===== src/rtl/cmps_consts.vh =====
`ifndef CMPS_CONSTS_VH
`define CMPS_CONSTS_VH

// clocking mode codes held after reset
`define CMPS_MODE_DIV2 2'h0
`define CMPS_MODE_X1 2'h1
`define CMPS_MODE_X4 2'h2

// strap field positions in the sampled select pair
`define CMPS_SEL1_BIT 0
`define CMPS_SEL2_BIT 1

// select pair levels; both high (pulled up) is the default times-four mode
`define CMPS_SEL_DIV2 2'h0
`define CMPS_SEL_X1 2'h1

// pll settling time in microseconds, and clock period in nanoseconds
`define CMPS_PLL_LOCK_US 1000
`define CMPS_CLK_PERIOD_NS 10

// least cycles of the pll settle time, rounded up
`define CMPS_PLL_LOCK_CYC ((`CMPS_PLL_LOCK_US * 1000 + `CMPS_CLK_PERIOD_NS - 1) / `CMPS_CLK_PERIOD_NS)

`endif


===== src/rtl/cmps_sync2.v =====
`timescale 1ns/10ps

// two-flop synchroniser for asynchronous strap pins
module cmps_sync2 #(
    parameter WIDTH = 2
) (
    clk,
    rst_b,
    d,
    q
);
    input wire clk;
    input wire rst_b;
    input wire [WIDTH-1:0] d;
    output reg [WIDTH-1:0] q;

    reg [WIDTH-1:0] meta_r;

    // first stage feeds only the second stage
    always @(posedge clk or negedge rst_b) begin
        if (!rst_b) begin
            meta_r <= {WIDTH{1'b1}};
            q <= {WIDTH{1'b1}};
        end else begin
            meta_r <= d;
            q <= meta_r;
        end
    end
endmodule // cmps_sync2


===== src/rtl/cmps_clock_mode.v =====
`timescale 1ns/10ps
`include "cmps_consts.vh"

// Behaviour
// - divide-by-two: pll off, half input rate
// - times-one: pll on, same rate
// - times-four: pll on, four times rate
// - times-four is default; required above 40 mhz
// - mode chosen from select pins during reset
// - two clock outputs, rate choice, drive enables
module cmps_clock_mode #(
    parameter LOCK_CYCLES = `CMPS_PLL_LOCK_CYC
) (
    clk,
    rst_b,
    clock_select_1,
    clock_select_2,
    crystal_input,
    powersave_tick,
    out_a_slow,
    out_b_slow,
    out_a_drive,
    out_b_drive,
    mode,
    pll_enable,
    pll_locked,
    sys_clk_en,
    system_clock_out_a,
    system_clock_out_a_oe_b,
    secondary_clock_out,
    secondary_clock_out_oe_b
);
    input wire clk;
    input wire rst_b;
    input wire clock_select_1;
    input wire clock_select_2;
    input wire crystal_input;
    input wire powersave_tick;
    input wire out_a_slow;
    input wire out_b_slow;
    input wire out_a_drive;
    input wire out_b_drive;
    output reg [1:0] mode;
    output reg pll_enable;
    output reg pll_locked;
    output reg sys_clk_en;
    output reg system_clock_out_a;
    output reg system_clock_out_a_oe_b;
    output reg secondary_clock_out;
    output reg secondary_clock_out_oe_b;

    // this model runs on a fast sampling clock; crystal_input is a slower pin whose
    // edges we count, and sys_clk_en pulses once per generated system clock edge;
    // the pll ratio is only emulated here: rates are counted, not phase-aligned,
    // so the output pins must not be treated as low-jitter clocks

    // synchronised pin levels
    wire [1:0] sel_s;
    wire xin_s;
    // input edge detect and capture flag
    reg xin_d_r;
    reg strap_taken_r;
    // tick divider and settle count
    reg [1:0] div_cnt_r;
    reg [31:0] lock_cnt_r;
    // waveforms before the pin multiplexers
    reg fund_r;
    reg slow_r;

    // terminal count of the settle counter, sized to the counter so the
    // compare needs no extension
    localparam [31:0] LOCK_LAST = LOCK_CYCLES - 1;

    // straps are asynchronous pins; sync before use. this pair is never cleared:
    // it must go on tracking the pins while reset is held, otherwise the first
    // edge after release would latch the flops' reset value instead of the straps
    cmps_sync2 #(.WIDTH(2)) u_sel_sync (
        .clk(clk),
        .rst_b(1'b1),
        .d({clock_select_2, clock_select_1}),
        .q(sel_s)
    );

    // the input clock is only seen as a level, so it is synchronised as well;
    // two flops of delay shift every system edge but do not change the rate;
    // it restarts from the high reset level, which the edge detector matches
    cmps_sync2 #(.WIDTH(1)) u_xin_sync (
        .clk(clk),
        .rst_b(rst_b),
        .d(crystal_input),
        .q(xin_s)
    );

    // strap decode, shared by the mode latch and the pll enable;
    // any pair other than the two explicit ones falls to the default mode
    function [1:0] decode_mode;
        input [1:0] sel;
        begin
            case (sel)
                `CMPS_SEL_DIV2: decode_mode = `CMPS_MODE_DIV2;
                `CMPS_SEL_X1: decode_mode = `CMPS_MODE_X1;
                default: decode_mode = `CMPS_MODE_X4;
            endcase
        end
    endfunction

    // one-cycle rise of the synchronised input clock
    wire xin_rise = xin_s & ~xin_d_r;

    // strap capture on the first edge after release, then frozen until next reset;
    // the reset value is the default mode so outputs are defined meanwhile;
    // straps that change later have no effect and raise no flag
    always @(posedge clk or negedge rst_b) begin
        if (!rst_b) begin
            mode <= `CMPS_MODE_X4;
            strap_taken_r <= 1'b0;
            pll_enable <= 1'b0;
        end else if (!strap_taken_r) begin
            mode <= decode_mode(sel_s);
            pll_enable <= (decode_mode(sel_s) != `CMPS_MODE_DIV2);
            strap_taken_r <= 1'b1;
        end
    end

    // pll settle counter; generated clock is withheld until lock (1 ms)
    // the count runs in sampling clocks; a short LOCK_CYCLES only suits simulation
    always @(posedge clk or negedge rst_b) begin
        if (!rst_b) begin
            lock_cnt_r <= 32'h0000_0000;
            pll_locked <= 1'b0;
        end else if (strap_taken_r && !pll_locked) begin
            // divide-by-two runs without the pll, so it is ready at once
            if (!pll_enable) begin
                pll_locked <= 1'b1; // no pll, no settle wait
            end else if (lock_cnt_r >= LOCK_LAST) begin
                pll_locked <= 1'b1;
            end else begin
                lock_cnt_r <= lock_cnt_r + 32'h0000_0001;
            end
        end
    end

    // system clock edge generation from input rising edges.
    // times-four emits four ticks per input edge, which needs clk >= 8x input;
    // a real pll multiplies in analog, this is a cycle-count stand-in;
    // a faster input would merge bursts and lose system edges
    always @(posedge clk or negedge rst_b) begin
        if (!rst_b) begin
            xin_d_r <= 1'b1; // same as the sync reset level, so no false rise
            div_cnt_r <= 2'h0;
            sys_clk_en <= 1'b0;
        end else begin
            xin_d_r <= xin_s;
            sys_clk_en <= 1'b0;
            if (pll_locked) begin
                case (mode)
                    // pll off: one system edge per two input rises
                    `CMPS_MODE_DIV2: begin
                        if (xin_rise) begin
                            div_cnt_r <= div_cnt_r ^ 2'h1;
                            sys_clk_en <= div_cnt_r[0];
                        end
                    end
                    // pll on: a system edge follows each input rise
                    `CMPS_MODE_X1: begin
                        sys_clk_en <= xin_rise;
                    end
                    // pll on: a burst of four edges per input rise
                    `CMPS_MODE_X4: begin
                        if (xin_rise) begin
                            div_cnt_r <= 2'h3;
                            sys_clk_en <= 1'b1;
                        end else if (div_cnt_r != 2'h0) begin
                            div_cnt_r <= div_cnt_r - 2'h1;
                            sys_clk_en <= 1'b1;
                        end
                    end
                    // the unused code gives no edges
                    default: sys_clk_en <= 1'b0;
                endcase
            end
        end
    end

    // fundamental and power-save waveforms toggle on their ticks;
    // the power-save rate is the fundamental gated by a tick made outside
    always @(posedge clk or negedge rst_b) begin
        if (!rst_b) begin
            fund_r <= 1'b0;
            slow_r <= 1'b0;
        end else begin
            if (sys_clk_en) begin
                fund_r <= ~fund_r;
            end
            if (sys_clk_en && powersave_tick) begin
                slow_r <= ~slow_r;
            end
        end
    end

    // output pins: rate select and active-low drive enables per pin;
    // a disabled pin keeps following its waveform, only its enable goes high;
    // enables are registered, so they settle one edge after the request
    always @(posedge clk or negedge rst_b) begin
        if (!rst_b) begin
            system_clock_out_a <= 1'b0;
            secondary_clock_out <= 1'b0;
            system_clock_out_a_oe_b <= 1'b1;
            secondary_clock_out_oe_b <= 1'b1;
        end else begin
            system_clock_out_a <= out_a_slow ? slow_r : fund_r;
            secondary_clock_out <= out_b_slow ? slow_r : fund_r;
            system_clock_out_a_oe_b <= ~out_a_drive;
            secondary_clock_out_oe_b <= ~out_b_drive;
        end
    end
endmodule // cmps_clock_mode


===== config.mk =====
export PLATFORM = sky130hd
export DESIGN_NAME = cmps_clock_mode
export DESIGN_NICKNAME = d
export VERILOG_FILES = /design/src/rtl/cmps_sync2.v /design/src/rtl/cmps_clock_mode.v
export VERILOG_INCLUDE_DIRS = /design/src /design/src/rtl
export SDC_FILE = /design/constraint.sdc
export NUM_CORES = 1
export LEC_CHECK = 0
export ABC_CLOCK_PERIOD_IN_PS = 1990
export BUFFER_PORTS_ARGS = -buffer_cell sky130_fd_sc_hd__buf_2
export CAP_MARGIN = 20
export CORE_MARGIN = 5
export CORE_UTILIZATION = 52
export DETAILED_ROUTE_END_ITERATION = 6
export PLACE_DENSITY_LB_ADDON = 0.25
export SLEW_MARGIN = 15
export SYNTH_ARGS = -nofsm -noshare
export SYNTH_HDL_FRONTEND = slang
export SYNTH_SLANG_ARGS = --single-unit

===== constraint.sdc =====
create_clock -name clk -period 1.99 [get_ports clk]
set_input_delay 0.597 -clock clk [delete_from_list [all_inputs] [get_ports clk]]
set_output_delay 0.597 -clock clk [all_outputs]
set_load 0.05 [all_outputs]

==> run summary, run 1 <==
The flow ran to the end, but the final reports show violations. The final reports fail on negative setup slack. The cell area power density is 917 nW/um^2. The final setup violation count came out at 12. The row count is 22.

CTS placed an instance of sky130_fd_sc_hd__clkbuf_8 at the clock tree root. Derived from the worst setup path, the maximum achievable clock frequency is 479 MHz. The overall die area came out at 5320 um^2.

The final count of hold timing violations came to 0. The met3 demand-to-capacity share in global routing came out at 0.0386. The sequential fraction of the synthesis area is 0.638. The most instantiated flip-flop cell in the synthesis netlist is sky130_fd_sc_hd__dfrtp_1.

On the critical path, the stage with the largest delay is an instance of sky130_fd_sc_hd__or4_4. The antenna diode instance count is 0. The detailed-route via count is around 1,300. The count of non-filler cells in the finished layout came out at between 200 and 250. The critical path arrival is 2.29 ns. The leakage power of the design came out at ~1.2 nW. The clock net in this run drives a total of 53 sinks. The post-synthesis instance area is between 2000 and 2500 um^2. Dividing the detail-routed wire length by the instance count gives roughly 15 um.

The worst setup path is launched from a flip-flop. The share of flip-flops with an asynchronous set or reset after synthesis is 0.925. The worst hold-check slack came out at ~0.22 ns. The chip height came out at 72.9 um.

The number of max-cap violations came out at 0. The met2 capacity usage during global routing came out at 0.242. The total number of yosys warnings is 0. The core region area came out at ~3700 um^2. The post-synthesis area per instance came out at 11.9 um^2. The worst setup path is captured at a flip-flop.

The smallest clock period supported by the final layout is computed as 2.09 ns. CTS built an H-tree with a depth of 2. The detail route stage leaves a number of antenna-violating nets equal to 0. The width of the die came out at roughly 73 um. The final period utilization is 1.05.

Across the routed clock network, the largest skew measured is 0.00729 ns. The number of nets in the synthesized netlist is ~190. The number of library cell types mapped by synthesis came out at 36. The total global routing overflow is 0. The detailed-route wire length is 3.70 mm. The signal on the critical path passes through or4_4 -> a311o_1 -> a211o_4 -> mux2_4. The startpoint of the worst register-to-register path is lock_cnt_r[13].

The number of antenna violations at the first check in global routing came out at 0. The number of enable-type register cells in the synthesized netlist is 0. Before CTS, the worst setup slack after placement is -0.119 ns. Clock-pin slew was measured on the worst setup and hold paths at 0.09 ns.

TritonCTS created 5 clock buffers. The number of ports placed on the die boundary came out at 19. met2 is the most crowded layer. The length of the first detailed-routing pass in iterations is 4.

The final layout contains roughly 210 nets. The required time reported for the critical path endpoint is approximately 2.2 ns. The final weighted congestion of routability-driven global placement came out at between 0.8 and 0.9. After detailed routing, the number of remaining DRC violations is 0.

The met1 routing resource usage after global routing is 0.197. After detailed placement, the design holds a cell count of approximately 240. The clock passes through at most 2 buffers. In the final layout, the share of cells above drive strength 1 is 0.313. The worst voltage drop across the vdd grid came out at roughly 0.65 mV. The first global-routing pass estimated between 6 and 7 mm of wire.

The delay contributed by the slowest stage of the critical path came out at ~0.56 ns. The total buffers and inverters traversed by the critical path is 0. The count of mapped cells out of synthesis came out at between 150 and 200. The maximum number of pins on one net before global-route repair is 33. The initial utilization of the core area, before any placement, comes to 0.550. The clock latency of the later-clocked register in the worst-skew pair is 0.31 ns. In this run the tool buffered the top-level ports with 18 buffer cells. The total count of max-transition violations in the final report is 0.

Counting flops and latches in the post-synthesis netlist gives between 50 and 60. The average vias per placed instance came out at between 5 and 6. Setup repair after global routing could not meet its margin everywhere.

TritonCTS built the clock tree. The iteration-0 DRC count of the detailed router is between 100 and 150. The minimum setup slack among reg-to-reg paths is -0.1 ns. The global-route usage over all layers is 0.155.

The sum of net half-perimeters after detailed placement came out at 2.55 mm. The area added between synthesis and finish came out at 16.6%. The number of cells on the worst reg-to-reg path is 4. The capture point of the worst reg-to-reg path is lock_cnt_r[1]. In the post-route analysis, the smallest setup slack over all paths is -0.0968 ns. The number of global-route vias before repair came out at approximately 1,400.

The worst setup path is of the reg -> reg kind. In this run the worst hold path is classified as in -> async. The highest net fanout along the worst path is 8. The cell type group with the largest total delay on the critical path is compound AO/OA/AOI/OAI gates.
==> synth_stat cells, drive strengths merged (2+ instances only) <==
library cell  number  area share
and4               2      0.0085
nor4               3      0.0091
xor2               9       0.038
nand3              6       0.015
xnor2              8       0.034
nor3               4       0.017
mux2               4       0.022
nor3b              2      0.0073
dfstp              6       0.077
nand2b             3      0.0091
or4                2      0.0091
dfrtp             43        0.52
inv                7       0.013
and3               4       0.012
o21ai              4      0.0097
nand4              6       0.018
a31oi              3      0.0091
nand2             13       0.024
dfxtp              4       0.039
clkbuf            16       0.029
ha                 2       0.012
a21o               2      0.0073
nor2               8       0.015
a21oi              3      0.0073
==> routing by layer <==
layer	up-vias	share of wire
met5	-	0
met2	40	0.49
met3	12	0.054
li1	628	-
met1	649	0.43
met4	0	0.027
==> worst register-to-register path: stages, from the launching register on <==
cell and delay, ns:
sky130_fd_sc_hd__dfrtp_1 0.39, sky130_fd_sc_hd__or4_4 0.56, sky130_fd_sc_hd__a311o_1 0.39, sky130_fd_sc_hd__a211o_4 0.35, sky130_fd_sc_hd__mux2_4 0.31
==> power by group <==
part	switching [mW]	leakage (nW)	internal, mW
Combinational	0.236	0.477	0.134
Clock	0.345	0.0457	0.252
Sequential	0.0613	0.667	1.17
Total	0.642	1.19	1.56
==> registers in the layout, summed over array words and instances (netlist names), 2 cells and up <==
register,cells
u_sel_sync.q,2
lock_cnt_r,32
mode,2
u_sel_sync.meta_r,2
div_cnt_r,2
==> stage by stage <==
stage	TNS [ns]	utilization	total power, mW	cell area (um^2)
floorplan	-0.0471	-	1.50	2060
global placement	-0.131	0.604	1.60	2260
detailed placement	-0.545	0.604	1.63	2260
CTS	-0.0962	0.632	2.22	2370
global route	-1.53	0.641	2.31	2400
finish	-0.677	0.641	2.20	2400
==> cell families after synthesis <==
| logic type | count (synthesis) | share of synthesized area |
|---|---|---|
| xor+xnor | 17 | 0.0723 |
| mux | 4 | 0.0219 |
| other cells | 1 | 0.00182 |
| fa+ha+maj | 2 | 0.0122 |
| simple gates | 55 | 0.151 |
| flops | 53 | 0.638 |
| compound gates | 17 | 0.0553 |
| buf+inv | 24 | 0.0474 |
==> cell type report <==
type / count / area, um^2
Clock buffer: 6 / 72.6
Clock inverter: 2 / 15.0
Fill cell: 299 / 1340
Inverter: 7 / 26.3
Multi-Input combinational cell: 96 / 689
Sequential cell: 53 / 1310
Tap cell: 48 / 60.1
Timing Repair Buffer: 34 / 223
==> how the worst max path moves through the flow <==
stage	end	depth (start not counted)	slack, ns	start
5_1_grt	lock_cnt_r[6]	5	-0.14	lock_cnt_r[13]
6_report	lock_cnt_r[1]	4	-0.1	lock_cnt_r[13]
3_5_place_dp	lock_cnt_r[1]	5	-0.12	lock_cnt_r[0]
3_3_place_gp	lock_cnt_r[1]	4	-0.07	lock_cnt_r[13]
4_1_cts	lock_cnt_r[1]	4	-0.04	lock_cnt_r[13]
2_1_floorplan	lock_cnt_r[1]	5	-0.05	lock_cnt_r[13]
==> cells in the final DEF (no fill, tap or decap), types with 5 or more instances in the layout <==
master,netlist,final
sky130_fd_sc_hd__buf_2,0,18
sky130_fd_sc_hd__buf_4,0,15
sky130_fd_sc_hd__clkbuf_8,0,5
sky130_fd_sc_hd__dfrtp_1,43,43
sky130_fd_sc_hd__dfstp_2,6,6
sky130_fd_sc_hd__inv_1,7,7
sky130_fd_sc_hd__nand2_1,13,13
sky130_fd_sc_hd__nand3_1,6,6
sky130_fd_sc_hd__nand4_1,6,6
sky130_fd_sc_hd__nor2_1,8,8
sky130_fd_sc_hd__xnor2_1,8,8
sky130_fd_sc_hd__xor2_1,9,9
==> timing repair <==
action / 4_1_cts / 5_1_grt
setup buffers: 1 / 1
resized for setup: 3 / 5
pin swaps: 1 / 1
hold buffers: 0 / 0
cloned: 0 / 0
endpoints found under the setup margin: 13 / 17
(Power assumes the default switching activity.)
==> run 2, diff against run 1 <==
Settings changed: RECOVER_POWER set to 25.
==> run summary, run 2 (synthesis results as in run 1) <==
The CTS H-tree depth came out at 2 (unchanged). The deepest clock path buffer count is 2 (unchanged). The number of buffers inserted during clock tree synthesis is 5 (unchanged). The cell area power density is 918 nW/um^2 (about the same). The overall die area came out at 5320 um^2 (unchanged). The detailed-route wire length came out at 3.70 mm (about the same).

The number of sinks driven by the clock tree is 53 (unchanged). The utilization of the core after routing is 0.641 (about the same). Among all stages on the critical path, the largest delay is contributed by sky130_fd_sc_hd__or4_4.

The clock latency of the later-clocked register in the worst-skew pair came to 0.31 ns (about the same). Broken down by cell family, the worst path's largest delay share belongs to compound AO/OA/AOI/OAI gates. The final setup violation count came to 12 (unchanged).

The final reports fail on negative setup slack. The total power consumption of the routed design was 2.20 mW (about the same). The category of the most critical setup path is reg -> reg.

The initial core utilization came to 0.550 (unchanged). The most flop-heavy register is lock_cnt_r. The length of the first detailed-routing pass in iterations was 4 (unchanged). The run finished, with violations left. The routed length per placed instance is 15.0 um (about the same).

The sum of net half-perimeters after detailed placement came out at 2.55 mm (unchanged). The slew at the pin closest to its max-slew limit is 1.03 ns. The delay contributed by the slowest stage of the critical path is 0.56 ns (about the same).

The detailed-route via count came out at 1,330 (+0.075%). The required time reported for the critical path endpoint is 2.19 ns (about the same). STA classifies the critical path startpoint as a flip-flop. The number of placed cells counting well taps is 236 (unchanged). The total buffers and inverters traversed by the critical path was 0 (unchanged). The setup TNS is -0.677 ns (unchanged). Walking the worst path, the cells encountered are or4_4 -> a311o_1 -> a211o_4 -> mux2_4. The width of the die came out at 72.9 um (unchanged). The count of unresolved DRC violations after routing came out at 0 (unchanged). The global-route wire length before repair came out at 6.21 mm (unchanged).

The chip height is 72.9 um (unchanged). The number of buffer cells added on primary ports is 18 (unchanged). The time the worst path needs with I/O delays and setup came to 2.09 ns (unchanged). The average vias per placed instance came out at 5.41 (about the same).

The final weighted congestion of routability-driven global placement came out at 0.859 (unchanged). The class of the most critical hold timing path is reg -> reg. The worst slack at placement was -0.119 ns (unchanged).

The area added between synthesis and finish came to 16.5% (about the same). The final period utilization came out at 1.05 (unchanged). The total global routing overflow is 0 (unchanged). The global-route usage over all layers is 0.155 (unchanged).

The leading cell type in the layout, fill and taps excluded is sky130_fd_sc_hd__dfrtp_1. The final setup skew is 0.00729 ns (unchanged). The highest clock rate is 479 MHz (unchanged). The critical path arrival came out at 2.29 ns (about the same). The count of non-filler cells in the finished layout came to 246 (unchanged). The row count came to 22 (unchanged).

The fraction of final layout cells sized beyond drive strength 1 is 0.308 (-0.00505). The flip-flop count of the largest register, all copies and words added is 32 (unchanged). The post-layout net count is 209 (unchanged). The final critical-path setup slack is -0.0968 ns (unchanged). The antenna diode instance count came out at 0 (unchanged).

Measured against its own limit, the worst slew margin works out to 0.316. The number of hold buffers added after CTS is 0 (unchanged). The leakage power of the design is 1.19 nW (-0.23%).

The core region area is 3740 um^2 (unchanged). The number of nets with antenna violations after routing is 0 (unchanged). The highest net fanout along the worst path came to 8 (unchanged). The final count of hold timing violations is 0 (unchanged). The number of inserted filler cells in the final layout came out at 300 (+0.33%).

The total count of max-transition violations in the final report is 0 (unchanged). Setup repair after global routing could not meet its margin everywhere. The cell chosen for the clock root is sky130_fd_sc_hd__clkbuf_8. The number of global-route vias before repair was 1,362 (unchanged). The CTS tree is yes. The worst setup path is captured at a flip-flop. Leaving out fill and tap cells, the most frequent cells in the layout are sky130_fd_sc_hd__dfrtp_1 (43), sky130_fd_sc_hd__buf_2 (17), sky130_fd_sc_hd__buf_4 (15). The number of max-cap violations is 0 (unchanged). The iteration-0 DRC count of the detailed router came out at 132 (+6.5%). The maximum number of pins on one net before global-route repair is 33 (unchanged). The number of antenna violations at the first check in global routing came to 0 (unchanged). The worst voltage drop across the vdd grid came out at 0.646 mV (about the same). The number of ports placed on the die boundary came out at 19 (unchanged).

The clock edge transition at the registers on the reported setup and hold paths came to 0.09 ns (about the same).
==> run 2: cell types whose count changed in the layout (fill, tap and decap cells not counted) <==
cell	before	now
sky130_fd_sc_hd__clkbuf_1	1	2
sky130_fd_sc_hd__buf_2	18	17
==> run 2: what timing repair did <==
| item | in CTS | in global routing |
|---|---|---|
| gates cloned | 0 | 0 |
| gates resized for setup | 3 | 5 |
| pin swaps | 1 | 1 |
| endpoints found under the setup margin | 13 | 17 |
| endpoints found under the hold margin | 0 | 0 |
| buffers inserted | 1 | 1 |
==> run 2: final cells by class <==
type / count / area, um^2 / share of cell area
sequential: 53 / 1310 / 0.548
multi-input combinational: 96 / 689 / 0.287
timing repair buffer: 34 / 221 / 0.0923
clock buffer: 6 / 72.6 / 0.0303
tap: 48 / 60.1 / 0.0250
inverter: 7 / 26.3 / 0.0110
clock inverter: 2 / 15.0 / 0.00626
==> run 2: power breakdown <==
group          leakage, nW  total, mW  internal [mW]  switching [mW]
combinational        0.474      0.370          0.134           0.236
clock               0.0457      0.597          0.252           0.345
sequential           0.667       1.24           1.17          0.0616
total                 1.19       2.20           1.56           0.642
==> run 2: worst register-to-register path, delay by kind of cell, from the launching register on <==
kind / cells / cell delay [ns]
AOI/OAI and AO/OA: 2 / 0.74
and+or+nand+nor: 1 / 0.56
DFF: 1 / 0.39
muxes: 1 / 0.31
==> run 2: worst paths after layout <==
check                                      from               to  slack [ns]  cells after the start
max in group asynchronous                 rst_b   lock_cnt_r[30]        0.86                      2
setup / recovery                 lock_cnt_r[13]    lock_cnt_r[1]        -0.1                      4
hold reg to reg            u_sel_sync.meta_r[1]  u_sel_sync.q[1]        0.33                      0
hold / removal             u_sel_sync.meta_r[1]  u_sel_sync.q[1]        0.33                      0
min in group asynchronous                 rst_b   lock_cnt_r[27]        0.44                      1
setup reg to reg                 lock_cnt_r[13]    lock_cnt_r[1]        -0.1                      4
==> run 2: metrics by stage <==
stage          area [um^2]  hold WS [ns]
6_report              2400         0.333
5_1_grt               2400         0.344
4_1_cts               2370         0.224
3_5_place_dp          2260         0.314
3_3_place_gp          2260         0.312
2_1_floorplan         2060         0.301
==> run 2: per-layer routing <==
layer / part of all wire / track usage / vias up
li1: - / - / 628
met1: 0.43 / 0.197 / 650
met2: 0.49 / 0.242 / 40
met3: 0.054 / 0.0386 / 12
met4: 0.027 / 0.0861 / 0
met5: 0 / 0 / -
==> run 3, diff against run 2 <==
Settings changed: ABC_CLOCK_PERIOD_IN_PS 1990 to 2500, CORE_MARGIN 5 to unset, CORE_UTILIZATION 52 to 62, TNS_END_PERCENT set to 5.
Clock period 1.99 ns to 2.5 ns, I/O delays scaled along.
==> run summary, run 3 (synthesis results as in run 1) <==
The multi-input logic area is 647 um^2 (-6.2%). The time the worst path needs with I/O delays and setup came out at 2.28 ns (+0.198 ns). The final setup violation count came to 0 (-12). The class of the most critical hold timing path is reg -> reg. The total global routing overflow came to 0 (unchanged). The worst slack at placement came out at 0.236 ns (+0.355 ns). The initial core utilization came out at 0.663 (+0.114). The number of hold buffers added after CTS is 0 (unchanged).

The overall die area came out at 3550 um^2 (-33%). The footprint of the flip-flops and latches came out at 1310 um^2 (unchanged). The met1 routing resource usage after global routing came out at 0.301 (+0.104). TritonCTS built the clock tree. The maximum number of pins on one net before global-route repair came to 50 (+52%). The clock latency of the later-clocked register in the worst-skew pair came out at 0.37 ns (+0.06 ns).

The number of buffer cells added on primary ports came out at 18 (unchanged). The post-layout net count was 196 (-6.2%). The final period utilization is 0.914 (-0.135). The final setup skew is 0.0106 ns (+0.00336 ns). The slew at the pin closest to its max-slew limit is 1.13 ns (+0.109 ns).

The number of global-route vias before repair was 1,185 (-13%). The post-CTS setup buffer count is 0 (-1). The core region area is 3100 um^2 (-17%).

The number of antenna violations at the first check in global routing is 0 (unchanged). The average vias per placed instance came out at 5.28 (-2.3%). The worst slew margin relative to its limit came out at 0.243 (-0.0728). The count of cells resized by post-cts repair came out at 0 (-3). The most flop-heavy register is lock_cnt_r. The count of unresolved DRC violations after routing is 0 (unchanged). The category of the most critical setup path is reg -> reg. The met3 demand-to-capacity share in global routing is 0.0590 (+0.0204). The CTS H-tree depth is 2 (unchanged). The number of ports placed on the die boundary came out at 19 (unchanged). The worst voltage drop across the vdd grid came out at 0.655 mV (+1.3%). The deepest clock path buffer count came out at 2 (unchanged). The cell area power density came out at 766 nW/um^2 (-17%).

The met2 capacity usage during global routing was 0.318 (+0.0753). The final critical-path setup slack is 0.215 ns (+0.312 ns). The number of cells on the worst hold path was 0 (unchanged).

The chip height is 59.6 um (-18%). The worst hold-check slack is 0.348 ns (+0.0149 ns). The delay contributed by the slowest stage of the critical path came out at 0.46 ns (-0.10 ns).

The width of the die came out at 59.6 um (-18%). The required time reported for the critical path endpoint came to 2.76 ns (+0.57 ns). Traced cell by cell, the critical path runs through ha_1 -> and4_1 -> or4_1 -> a211o_1 -> mux2_1. Compared with the post-synthesis result, the final layout area differs by 8.45%. The total count of max-transition violations in the final report is 0 (unchanged). Setup repair after global routing left no endpoint under its margin.

met2 is the most crowded layer. The number of sinks driven by the clock tree was 53 (unchanged). The detailed-route via count is 1,209 (-9.1%). The row count was 20 (-9.1%). The detailed-route wire length is 3.13 mm (-15%).

For this design, the slowest cell found on the critical path is sky130_fd_sc_hd__or4_1. The number of inserted filler cells in the final layout is 228 (-24%). The leakage power of the design came out at 1.10 nW (-7.7%). The length of the first detailed-routing pass in iterations came out at 4 (unchanged). The worst hold path begins at u_sel_sync.meta_r[0]. The minimum setup slack among reg-to-reg paths is 0.22 ns (+0.31 ns). The setup TNS came to 0 ns (+0.677 ns). The highest net fanout along the worst path is 8 (unchanged). The flip-flop count of the largest register, all copies and words added came out at 32 (unchanged). The number of nets with antenna violations after routing is 0 (unchanged).

The clock edge transition at the registers on the reported setup and hold paths came out at 0.16 ns (+0.07 ns). The routed length per placed instance is 13.7 um (-9.2%). The run finished with clean final reports. The worst setup path is captured at a flip-flop. The total power consumption of the routed design came out at 1.71 mW (-22%). The global-route usage over all layers is 0.214 (+0.0593). The iteration-0 DRC count of the detailed router is 54 (-59%). The global-route wire length before repair was 5.40 mm (-13%). The startpoint of the worst register-to-register path is lock_cnt_r[0].

The critical path arrival was 2.55 ns (+0.26 ns). The number of buffers inserted during clock tree synthesis was 5 (unchanged). The final weighted congestion of routability-driven global placement is 0.844 (-1.7%). The highest clock rate is 438 MHz (-8.7%).

The path with the worst hold slack has its endpoint at u_sel_sync.q[0]. The antenna diode instance count came out at 0 (unchanged). The sum of net half-perimeters after detailed placement was 2.19 mm (-14%). The number of max-cap violations is 0 (unchanged). The final count of hold timing violations is 0 (unchanged). Leaving out fill and tap cells, the most frequent cell in the layout is sky130_fd_sc_hd__dfrtp_1. In the layout the commonest cells are sky130_fd_sc_hd__dfrtp_1 (43), sky130_fd_sc_hd__buf_2 (18), sky130_fd_sc_hd__nand2_1 (13).

The cell chosen for the clock root is sky130_fd_sc_hd__clkbuf_4. The worst reg-to-reg path cell count was 5 (+1). The fraction of final layout cells sized beyond drive strength 1 was 0.227 (-0.0811). In this run the critical register-to-register path is captured at lock_cnt_r[1].

The worst setup path is launched from a flip-flop.
[run 3: cell count changes in the layout (fill, tap and decap cells not counted), moves of 2 or more]
cell                       before  now
sky130_fd_sc_hd__buf_4         15    2
sky130_fd_sc_hd__clkbuf_4       0    5
sky130_fd_sc_hd__clkbuf_8       5    0
sky130_fd_sc_hd__clkbuf_1       2    0
sky130_fd_sc_hd__inv_6          0    2
[run 3: area by class of cell]
type	count	area share
Inverter	7	0.0118
Clock buffer	6	0.0280
Tap cell	44	0.0247
Timing Repair Buffer	21	0.0493
Multi-Input combinational cell	96	0.290
Clock inverter	2	0.00785
Sequential cell	53	0.589
[run 3: worst max-delay path by stage]
stage	from	endpoint	slack (ns)	depth (start not counted)
final	lock_cnt_r[0]	lock_cnt_r[1]	0.22	5
after floorplan	lock_cnt_r[0]	lock_cnt_r[1]	0.38	6
after global routing	lock_cnt_r[0]	lock_cnt_r[4]	0.1	6
after CTS	lock_cnt_r[0]	lock_cnt_r[13]	0.20	6
after detailed placement	lock_cnt_r[0]	lock_cnt_r[1]	0.24	5
after global placement	lock_cnt_r[0]	lock_cnt_r[1]	0.31	5
[run 3: layer usage]
metal | part of all wire | routed length (um)
met5 | 0 | 0
met4 | 0.015 | 46
met3 | 0.038 | 119
met2 | 0.48 | 1490
met1 | 0.47 | 1470
[run 3: through the flow]
stage	area, um^2	std cells	util
after floorplan	2060	173	-
after CTS	2250	229	0.724
after global placement	2170	221	0.698
after global routing	2230	229	0.719
final	2230	229	0.719
after detailed placement	2170	221	0.698
[run 3: report_power, final]
group          leakage [nW]  switching (mW)  total [mW]  internal (mW)
Sequential            0.667          0.0496       0.984          0.934
Clock                0.0444           0.273       0.451          0.178
Combinational         0.384           0.182       0.274         0.0922
[run 3: critical path: cells and delay by family (launching register included)]
kind                     cells  cell delay, ns
multiplexers                 1            0.36
AND/OR/NAND/NOR              2            0.70
flip-flops                   1            0.44
AO/OA/AOI/OAI                1            0.46
adder cells (fa/ha/maj)      1            0.24
